`config.mk`:
```
export PLATFORM = sky130hd
export DESIGN_NAME = dac_cmd_decoder
export DESIGN_NICKNAME = d
export VERILOG_FILES = /design/src/rtl/dac_code_bank.v /design/src/rtl/dac_cmd_decoder.v
export VERILOG_INCLUDE_DIRS = /design/src /design/src/rtl
export SDC_FILE = /design/constraint.sdc
export NUM_CORES = 1
export LEC_CHECK = 0
export ABC_AREA = 1
export ABC_CLOCK_PERIOD_IN_PS = 4200
export BUFFER_PORTS_ARGS = -buffer_cell sky130_fd_sc_hd__buf_4
export CORE_MARGIN = 4
export CORE_UTILIZATION = 51
export CTS_CLUSTER_SIZE = 10
export DETAILED_ROUTE_END_ITERATION = 10
export PLACE_DENSITY_LB_ADDON = 0.1
export SYNTH_ARGS = -nofsm -noshare
export SYNTH_HDL_FRONTEND = slang
export SYNTH_SLANG_ARGS = --single-unit
```
`constraint.sdc`:
```
create_clock -name sys_clk -period 4.2 [get_ports sys_clk]
set_clock_uncertainty 0.1 [all_clocks]
set_input_delay 0.42 -clock sys_clk [delete_from_list [all_inputs] [get_ports sys_clk]]
set_output_delay 0.42 -clock sys_clk [all_outputs]
set_load 0.005 [all_outputs]
```
`src/rtl/dac_cmd_defines.vh`:
```
// Purpose: Constants for the octal converter command decoder
// Assumes: 24-bit frames (command byte, MS data byte, LS data byte)
// Notes:   Definitions only
`ifndef DAC_CMD_DEFINES_VH
`define DAC_CMD_DEFINES_VH

// ----------------------------------------
// Frame layout
// ----------------------------------------
`define CMD_MSB         23
`define CMD_LSB         20
`define ADDR_MSB        19
`define ADDR_LSB        16
`define ADDR_TOP        19
`define CODE_MSB        15
`define CODE_LSB        4
`define PMODE_MSB       14
`define PMODE_LSB       13
`define PSEL_MSB        12
`define PSEL_LSB        5

// ----------------------------------------
// Commands and codes
// ----------------------------------------
`define CMD_WRITE_UPD_ALL 4'h2
`define CMD_POWER         4'h4
`define ADDR_BROADCAST    4'hf
`define PMODE_ON          2'h0
`define PMODE_1K          2'h1
`define PMODE_100K        2'h2
`define PMODE_HIZ         2'h3
`define CODE_RESET        12'h000
`define NUM_CH            8
`define CODE_W            12
`define IDX_START         4'h0
`define IDX_STEP          4'h1
`define CH_ADDR_RESET     3'h0

`endif

```
`src/rtl/dac_code_bank.v`:
```
// Purpose: Eight 12-bit code registers with a registered read port
// Assumes: One write per cycle; bulk write loads all entries
// Notes:   Read data comes from a flip-flop
`timescale 1ns/1ps
`include "dac_cmd_defines.vh"

module dac_code_bank (
  // Clock and reset
  input  wire                     sys_clk,
  input  wire                     reset_n,
  // Write side
  input  wire                     wr_en,
  input  wire                     wr_all,
  input  wire [2:0]               wr_addr,
  input  wire [`CODE_W-1:0]       wr_data,
  // Read side
  input  wire [2:0]               rd_addr,
  output reg  [`CODE_W-1:0]       rd_data
);

  reg [`CODE_W-1:0] mem [0:`NUM_CH-1];

  genvar g;
  generate
    for (g = 0; g < `NUM_CH; g = g + 1) begin : entry
      always @(posedge sys_clk or negedge reset_n) begin
        if (!reset_n)
          mem[g] <= `CODE_RESET;
        else if (wr_en && (wr_all || wr_addr == g))
          mem[g] <= wr_data;
      end
    end
  endgenerate

  always @(posedge sys_clk or negedge reset_n) begin
    if (!reset_n)
      rd_data <= `CODE_RESET;
    else
      rd_data <= mem[rd_addr];
  end

endmodule // dac_code_bank

```
`src/rtl/dac_cmd_decoder.v`:
```
// Purpose: Decode global-update writes and power-down commands for eight channels
// Assumes: Frames arrive already deserialised and in the sys_clk domain
// Notes:   Other commands are ignored; analog side sees codes and modes only
//
// Contract
// Channel address A..H loads that input register, then all outputs update
// Code is MS byte plus upper LS nibble; lower nibble ignored
// Address with top bit set, not all ones: invalid, nothing changes
// All-ones address loads every input register, then all outputs update
// Power command: two-bit mode then select bits H..A; selected only
// Mode 00 powers up selected channels, output drives stored code
// Mode 01 powers down selected channels with 1k pull-down
// Mode 10 powers down selected channels with 100k pull-down
// Mode 11 powers down selected channels, output high impedance
// Unselected channels keep power state; no stored code changes
`timescale 1ns/1ps
`include "dac_cmd_defines.vh"

module dac_cmd_decoder (
  // Clock and reset
  input  wire                       sys_clk,
  input  wire                       reset_n,
  // Frame from serial front end
  input  wire                       frame_valid,
  input  wire [23:0]                frame_data,
  // Channel output codes, channel A in the low bits
  output reg  [`NUM_CH*`CODE_W-1:0] out_code,
  // Per channel power and termination
  output reg  [`NUM_CH-1:0]         chan_powered,
  output reg  [`NUM_CH*2-1:0]       chan_term_mode,
  // Busy while the output update walks
  output reg                        busy
);

  // ----------------------------------------
  // States
  // ----------------------------------------
  localparam ST_IDLE  = 3'h1;
  localparam ST_COPY  = 3'h2;
  localparam ST_WAIT  = 3'h4;

  // Walk timing, counted from the edge that takes a write frame:
  //   edge 0       frame taken, write latched, busy rises
  //   edge 1       input register written
  //   edge 2       first input register read
  //   edges 3..10  output codes A..H updated, one per edge
  //   edge 10      busy falls; the next frame is taken from edge 11
  // Frames that arrive while busy are dropped, not queued

  reg  [2:0]          state;
  reg  [2:0]          next_state;
  reg  [3:0]          idx;
  reg                 wr_en;
  reg                 wr_all;
  wire [2:0]          rd_addr;
  wire [`CODE_W-1:0]  rd_data;

  // ----------------------------------------
  // Command decode
  // ----------------------------------------
  // Data bits 3..0 are never read
  wire [3:0] cmd   = frame_data[`CMD_MSB:`CMD_LSB];
  wire [3:0] addr  = frame_data[`ADDR_MSB:`ADDR_LSB];
  wire [1:0] pmode = frame_data[`PMODE_MSB:`PMODE_LSB];
  wire [7:0] psel  = frame_data[`PSEL_MSB:`PSEL_LSB];

  wire power_mode_high_bit = pmode[1];
  wire power_mode_low_bit  = pmode[0];

  // Address classification shared by both the write path and the trigger
  function addr_ok;
    input [3:0] a;
    begin
      addr_ok = (a[3] == 1'b0) || (a == `ADDR_BROADCAST);
    end
  endfunction

  // Same free test for both commands, so no frame is taken mid-walk
  function cmd_hit;
    input [3:0] c;
    input [3:0] want;
    input       free;
    begin
      cmd_hit = free && (c == want);
    end
  endfunction

  wire idle       = (state == ST_IDLE);
  wire take_write = frame_valid && cmd_hit(cmd, `CMD_WRITE_UPD_ALL, idle) &&
                    addr_ok(addr);
  wire take_power = frame_valid && cmd_hit(cmd, `CMD_POWER, idle);

  // ----------------------------------------
  // Input register bank
  // ----------------------------------------
  always @(posedge sys_clk or negedge reset_n) begin
    if (!reset_n) begin
      wr_en  <= 1'b0;
      wr_all <= 1'b0;
    end else begin
      wr_en  <= take_write;
      wr_all <= take_write && (addr == `ADDR_BROADCAST);
    end
  end

  // Registered so the bank sees a clean one-cycle request
  reg [2:0]          wr_addr_q;
  reg [`CODE_W-1:0]  wr_data_q;
  always @(posedge sys_clk or negedge reset_n) begin
    if (!reset_n) begin
      wr_addr_q <= `CH_ADDR_RESET;
      wr_data_q <= `CODE_RESET;
    end else if (take_write) begin
      wr_addr_q <= addr[2:0];
      wr_data_q <= frame_data[`CODE_MSB:`CODE_LSB];
    end
  end

  assign rd_addr = idx[2:0];

  dac_code_bank u_bank (
    .sys_clk (sys_clk),
    .reset_n (reset_n),
    .wr_en   (wr_en),
    .wr_all  (wr_all),
    .wr_addr (wr_addr_q),
    .wr_data (wr_data_q),
    .rd_addr (rd_addr),
    .rd_data (rd_data)
  );

  // ----------------------------------------
  // Output update walk
  // ----------------------------------------
  // Index runs one past channel H so the last read can land
  wire walk_done = (idx == `NUM_CH);

  // Write lands first, then every input register is copied out in turn
  always @* begin
    next_state = state;
    case (state)
      ST_IDLE: begin
        if (take_write)
          next_state = ST_WAIT;
      end
      ST_WAIT: begin
        next_state = ST_COPY;
      end
      ST_COPY: begin
        if (walk_done)
          next_state = ST_IDLE;
      end
      default: begin
        next_state = ST_IDLE;
      end
    endcase
  end

  always @(posedge sys_clk or negedge reset_n) begin
    if (!reset_n) begin
      state <= ST_IDLE;
      idx   <= `IDX_START;
      busy  <= 1'b0;
    end else begin
      state <= next_state;
      busy  <= (next_state != ST_IDLE);
      if (state == ST_WAIT || state == ST_IDLE)
        idx <= `IDX_START;
      else
        idx <= idx + `IDX_STEP;
    end
  end

  // ----------------------------------------
  // Read pipeline
  // ----------------------------------------
  // Read data lags the index by one cycle
  reg [3:0] copy_ch;
  reg       copy_en;
  always @(posedge sys_clk or negedge reset_n) begin
    if (!reset_n) begin
      copy_ch <= `IDX_START;
      copy_en <= 1'b0;
    end else begin
      copy_ch <= idx;
      copy_en <= (state == ST_COPY) && (idx < `NUM_CH);
    end
  end

  // ----------------------------------------
  // Output code registers
  // ----------------------------------------
  genvar g;
  generate
    for (g = 0; g < `NUM_CH; g = g + 1) begin : ch
      always @(posedge sys_clk or negedge reset_n) begin
        if (!reset_n)
          out_code[g*`CODE_W +: `CODE_W] <= `CODE_RESET;
        else if (copy_en && copy_ch == g)
          out_code[g*`CODE_W +: `CODE_W] <= rd_data;
      end
    end
  endgenerate

  // ----------------------------------------
  // Power and termination
  // ----------------------------------------
  // Mode 00 clears the termination field as well, so on reads as 00
  generate
    for (g = 0; g < `NUM_CH; g = g + 1) begin : pwr
      // Power commands touch only selected channels, never codes
      always @(posedge sys_clk or negedge reset_n) begin
        if (!reset_n) begin
          chan_powered[g]        <= 1'b1;
          chan_term_mode[g*2 +: 2] <= `PMODE_ON;
        end else if (take_power && psel[g]) begin
          chan_powered[g]        <= (pmode == `PMODE_ON);
          chan_term_mode[g*2 +: 2] <= {power_mode_high_bit,
                                       power_mode_low_bit};
        end
      end
    end
  endgenerate

endmodule // dac_cmd_decoder

```
* After elaboration in Yosys (flattened, before gate mapping)
Index checks and enable logic that the tools add are counted.
Word-level totals: output and inout bits 121, bits in registers 258, input bits 27, logic and storage cells 120
Cells by class: multiplexer cells 7, bitwise gates (word level) 2, order comparisons 2, equal/unequal tests 22, add/sub/neg operators 1, reduce and logical (&&, ||, !) cells 44
Operator list (number):
- 12-bit binary-select mux with 3-bit select | 1
- 1-bit logical AND | 31
- 12-bit 2-to-1 mux | 2
- 4-bit by 3-bit == test with 1-bit output (second input constant) | 5
- 3-bit == test (second input constant) | 5
- 4-bit by 2-bit == test with 1-bit output (second input constant) | 3
- 1-bit logical OR | 10
- 3-bit by 2-bit == test with 1-bit output (second input constant) | 3
- 3-bit case mux with 3 select lines | 1
- 4-bit == test (second input constant) | 2
- 3-bit by 1-bit == test with 1-bit output (second input constant) | 2
- 3-bit 2-to-1 mux | 2
- 4-bit by 1-bit adder with 4-bit output (second input constant) | 1
- 4-bit by 1-bit == test with 1-bit output (second input constant) | 1
- 4-bit >= comparator (second input constant) | 1
- 4-bit zero test | 1
- 4-bit less-than comparator (second input constant) | 1
- 4-bit 2-to-1 mux | 1
- 3-bit NOT with 4-bit output | 1
- 3-bit zero test | 1
- 3-bit by 1-bit != test with 1-bit output (second input constant) | 1
- 2-bit zero test | 1
- 1-bit NOT | 1

* Logic depth before layout (Yosys ltp)
depth in word-level cells 7, gate-level depth with buffers 11, mapped depth without buffers 8

* By module
Synthesis repeated with hierarchy kept, for this count alone.
Second synthesis, totals: cell total of the unflattened synthesis 1355, area total of the unflattened synthesis 11252.0 um2
Modules (own cells, without submodules):
- dac_cmd_decoder | instances 1, cells an instance 573, area an instance 5698.0 um2, seq. area each 3764.9 um2
- dac_code_bank | instances 1, cells an instance 782, area an instance 5554.1 um2, seq. area each 2702.6 um2

* Worst setup path before layout
OpenSTA, ideal clock, no wires.
path kind reg2reg, start reg idx[0], end reg busy, cell stages (with the launch flop) 11, path buffers 3, setup time 0.125 ns, setup slack 2.728 ns, required time 3.975 ns, period minus slack after synthesis 1.472 ns, data arrival time 1.247 ns, cells stage by stage dfrtp_1 -> buf_2 -> inv_2 -> buf_2 -> buf_6 -> ha_1 -> nand3_1 -> nand2_1 -> nand2_1 -> inv_1 -> nand2_1
Between the ends: cells in the longest elaborated chain, start to end 4
RTL lines:
- start: declaration | line dac_cmd_decoder.v:52 | reg [3:0] idx;
- start signal: assignment | line dac_cmd_decoder.v:162 | idx <= `IDX_START;
- start signal: assignment | line dac_cmd_decoder.v:168 | idx <= `IDX_START;
- start signal: assignment | line dac_cmd_decoder.v:170 | idx <= idx + `IDX_STEP;
- 4-bit == test (no line)
- 3-bit 2-to-1 mux | line dac_cmd_decoder.v:150 | if (walk_done)
- 3-bit case mux with 3 select lines | line dac_cmd_decoder.v:141 | case (state)
- via next_state[1] | line dac_cmd_decoder.v:51 | reg [2:0] next_state;
- 3-bit by 1-bit != test with 1-bit output | line dac_cmd_decoder.v:166 | busy <= (next_state != ST_IDLE);
- end signal: assignment | line dac_cmd_decoder.v:166
- end: declaration | line dac_cmd_decoder.v:32 | output reg busy
The timed path passes the listed nets, and every way through them passes these cells. A chain may end at the register's enable or synchronous reset.

* Worst setup path in the final report
start reg state[0], end reg chan_term_mode[8]
Between the ends: cells in the longest elaborated chain, start to end 4
RTL lines:
- start: declaration | line dac_cmd_decoder.v:50 | reg [2:0] state;
- start signal: assignment | line dac_cmd_decoder.v:165 | state <= next_state;
- 3-bit by 1-bit == test with 1-bit output | line dac_cmd_decoder.v:88 | wire idle = (state == ST_IDLE);
- 1-bit logical AND | line dac_cmd_decoder.v:84 | cmd_hit = free && (c == want);
- 1-bit logical AND | line dac_cmd_decoder.v:91 | wire take_power = frame_valid && cmd_hit(cmd, `CMD_POWER, idle);
- 1-bit logical AND | line dac_cmd_decoder.v:216 | end else if (take_power && psel[g]) begin
- end signal: indexed assignment | line dac_cmd_decoder.v:215 | chan_term_mode[g*2 +: 2] <= `PMODE_ON;
- end signal: indexed assignment | line dac_cmd_decoder.v:218 | chan_term_mode[g*2 +: 2] <= {power_mode_high_bit,
- end: declaration | line dac_cmd_decoder.v:30 | output reg [`NUM_CH*2-1:0] chan_term_mode,
No other way between the ends.

==> qor.yml <==
max_cap_viol_count: 0
syn_to_final_growth_pct: 17.3
drt_wl_total_mm: 25.6
register_area_um2: 6470
synth_area_per_cell_um2: 9.13
synth_top_area_share: 0.583
critPathLaunchType: "register"
port_buffers: 143
seqPwrFrac: 0.506
finalWorstPathRequiredPeriod_ns: 2.08
clockBufferDepth: 3
n_fill_cell: 1871
cp.required_ns: 4.52
critPathMostFrequentCell: "nand2_1"
synth-seq-cells: 258
synth_fa_ha_area_frac: 0.00234
finalCritPeriodShare: 0.495
leakage_uw: 0.00625
worst_slew_pin_slew_ns: 1.00
synth_area_leaders: "dfrtp_1 58%, nand2_1 13%, o21ai_0 7.0%"
crit_fanout: 35
multi_input_comb_area_um2: 3600
drive_gt1_frac: 0.171
cts_max_level: 1
peakVddDrop_uv: 308
rsz0062_at_grt: "false"
mostFrequentLayoutCell: "nand2_1"
viasPerCell: 5.22
root_buffer: "clkbuf_16"
netlist-cell-type-count: 28
final_util: 0.614
die-area_um2: 23300
crit_family: "simple AND/OR/NAND/NOR gates"
cts_sinks: 258
clk_latency_ns: 0.54
syn_area_um2: 10700
switching_share: 0.247
grt_pass1_vias: 8040
layout_common_cells: "374 x nand2_1, 249 x dfrtp_1, 151 x buf_4"
crit_type: "register to register"
coreArea_um2: 20400
top_level_ports: 148
synthXorXnorAreaFrac: 0.00164
antenna_found_initial: 0
post_cts_resized: 0
hold_path_class: "primary input to register"
synth_top_family_by_area: "simple AND/OR/NAND/NOR gates"
dp_slack_ns: 2.07
row_count: 52
comb_power_share: 0.084
grt_overflow: 0
power.total_uw: 5310
drt_iter0_drc: 564
cp.arrival_ns: 2.40
fin_ws_ns: 2.12
hold_viol: 0
via_count: 8211
synth-compound-area-share: 0.110
crit_buf_inv: 1
dp_hpwl_mm: 16.2
n_antenna_cell: 0
fin_setup_tns_ns: 0
die_x_um: 153
whs_ns: 0.0400
post_drt_wl_per_cell_um: 16.3
slew_viol_final: 0
end_kind: "register"
worstPathCellList: "nand3_2, nor2_4, buf_4, nand3_1, nand2_1, nand2_1"
syn_nets: 1200
ant_nets: 0
p_per_area_nw_per_um2: 424
synth_largest_area_cell: "dfrtp_1"
slowest_delay_ns: 0.59
die_y_um: 153
grt_pass1_wl_mm: 42.4
max_freq_mhz: 481
p_sw_uw: 1310
cts_buffers: 29
p_int_uw: 4000
relSlewSlack: 0.331
setup_viol: 0
grt_usage: 0.220
post-route-drc-count: 0
clkPwrFrac: 0.410
start_util: 0.523
grt_max_degree: 116
yosysSeqAreaShare: 0.605
status: "finished, final reports clean"
yosys.area_share.simple: 0.222
ys_warn_count: 0
cpMaxStageDelayCell: "nor2_4"
dr.pass1.iters: 5
gp_congestion: 0.757
nets: 1319
netlist_instances: 1171
yosys-mux-area-fraction: 0
cts_tree: "built"
cts.clk_slew.worst_paths_ns: 0.06
==> cells in the mapped netlist (all sizes together) <==
cell type / number
nand4: 39
dfrtp: 249
dfstp: 9
inv: 44
nand2: 381
xnor2: 1
o21ai: 225
xor2: 1
ha: 2
buf: 53
nand3: 40
nor4: 1
nor2: 111
clkbuf: 13
nor3: 2
==> state kept, by name, indices dropped and copies added (netlist names) <==
register	count
copy_ch	4
copy_en	1
wr_all	1
wr_en	1
wr_data_q	12
idx	4
state	3
chan_term_mode	16
u_bank.rd_data	12
wr_addr_q	3
u_bank.mem	96
out_code	96
busy	1
chan_powered	8
==> layer usage <==
metal | global-route usage | part of all wire
met1 | 0.317 | 0.45
met2 | 0.354 | 0.47
met3 | 0.0341 | 0.062
met4 | 0.0526 | 0.019
met5 | 0 | 0
==> final timing paths <==
path,startpoint,to,slack (ns),cells past startpoint
worst max-delay path,state[0]$_DFF_PN1_,chan_term_mode[8]$_DFFE_PN0P_,2.12,6
worst min-delay path,frame_data[19],wr_all$_DFF_PN0_,0.04,3
worst max register to register,state[0]$_DFF_PN1_,chan_term_mode[8]$_DFFE_PN0P_,2.12,6
worst min register to register,idx[3]$_DFF_PN0_,copy_ch[3]$_DFF_PN0_,0.35,0
max in group asynchronous,reset_n,u_bank.mem[83]$_DFFE_PN0P_,2.50,3
min in group asynchronous,reset_n,out_code[43]$_DFFE_PN0P_,0.45,2
==> per-stage QoR <==
stage                     instances  area (um2)
after detailed placement       1528       11700
final                          1573       12500
after global routing           1573       12500
after CTS                      1573       12500
after global placement         1528       11700
after floorplan                1171       10700
==> worst register-to-register path, cell delays in order, from the launching register on <==
cell,delay [ns]
dfstp_2,0.55
nand3_2,0.12
nor2_4,0.59
buf_4,0.33
nand3_1,0.13
nand2_1,0.10
nand2_1,0.05
==> power by group through the flow <==
stage | Sequential [uW] | Combinational (uW) | Clock [uW]
after detailed placement | 2730 | 454 | 0
after CTS | 2690 | 455 | 2230
after floorplan | 2710 | 228 | 0
after global placement | 2730 | 446 | 0
final | 2690 | 445 | 2180
after global routing | 2700 | 511 | 2340
==> area by class of cell <==
cell class,instances,share of cell area
multi-input combinational,803,0.287
inverter,44,0.0132
tap,270,0.0269
sequential,258,0.516
timing repair buffer,154,0.0940
clock inverter,1,0.000699
clock buffer,43,0.0621
==> logic make-up (layout without fill, tap and decap cells) <==
logic type	count (synthesis)	in the layout
adders and majority gates	2	2
DFF	258	258
and+or+nand+nor	574	574
buffers and inverters	110	242
xor gates and xnor gates	2	2
AOI/OAI and AO/OA	225	225
==> timing repair <==
item / in CTS / in global routing
hold endpoints to repair: 102 / 0
hold buffers: 1 / 0
buffers inserted: 0 / 0
(Power assumes the default switching activity.)
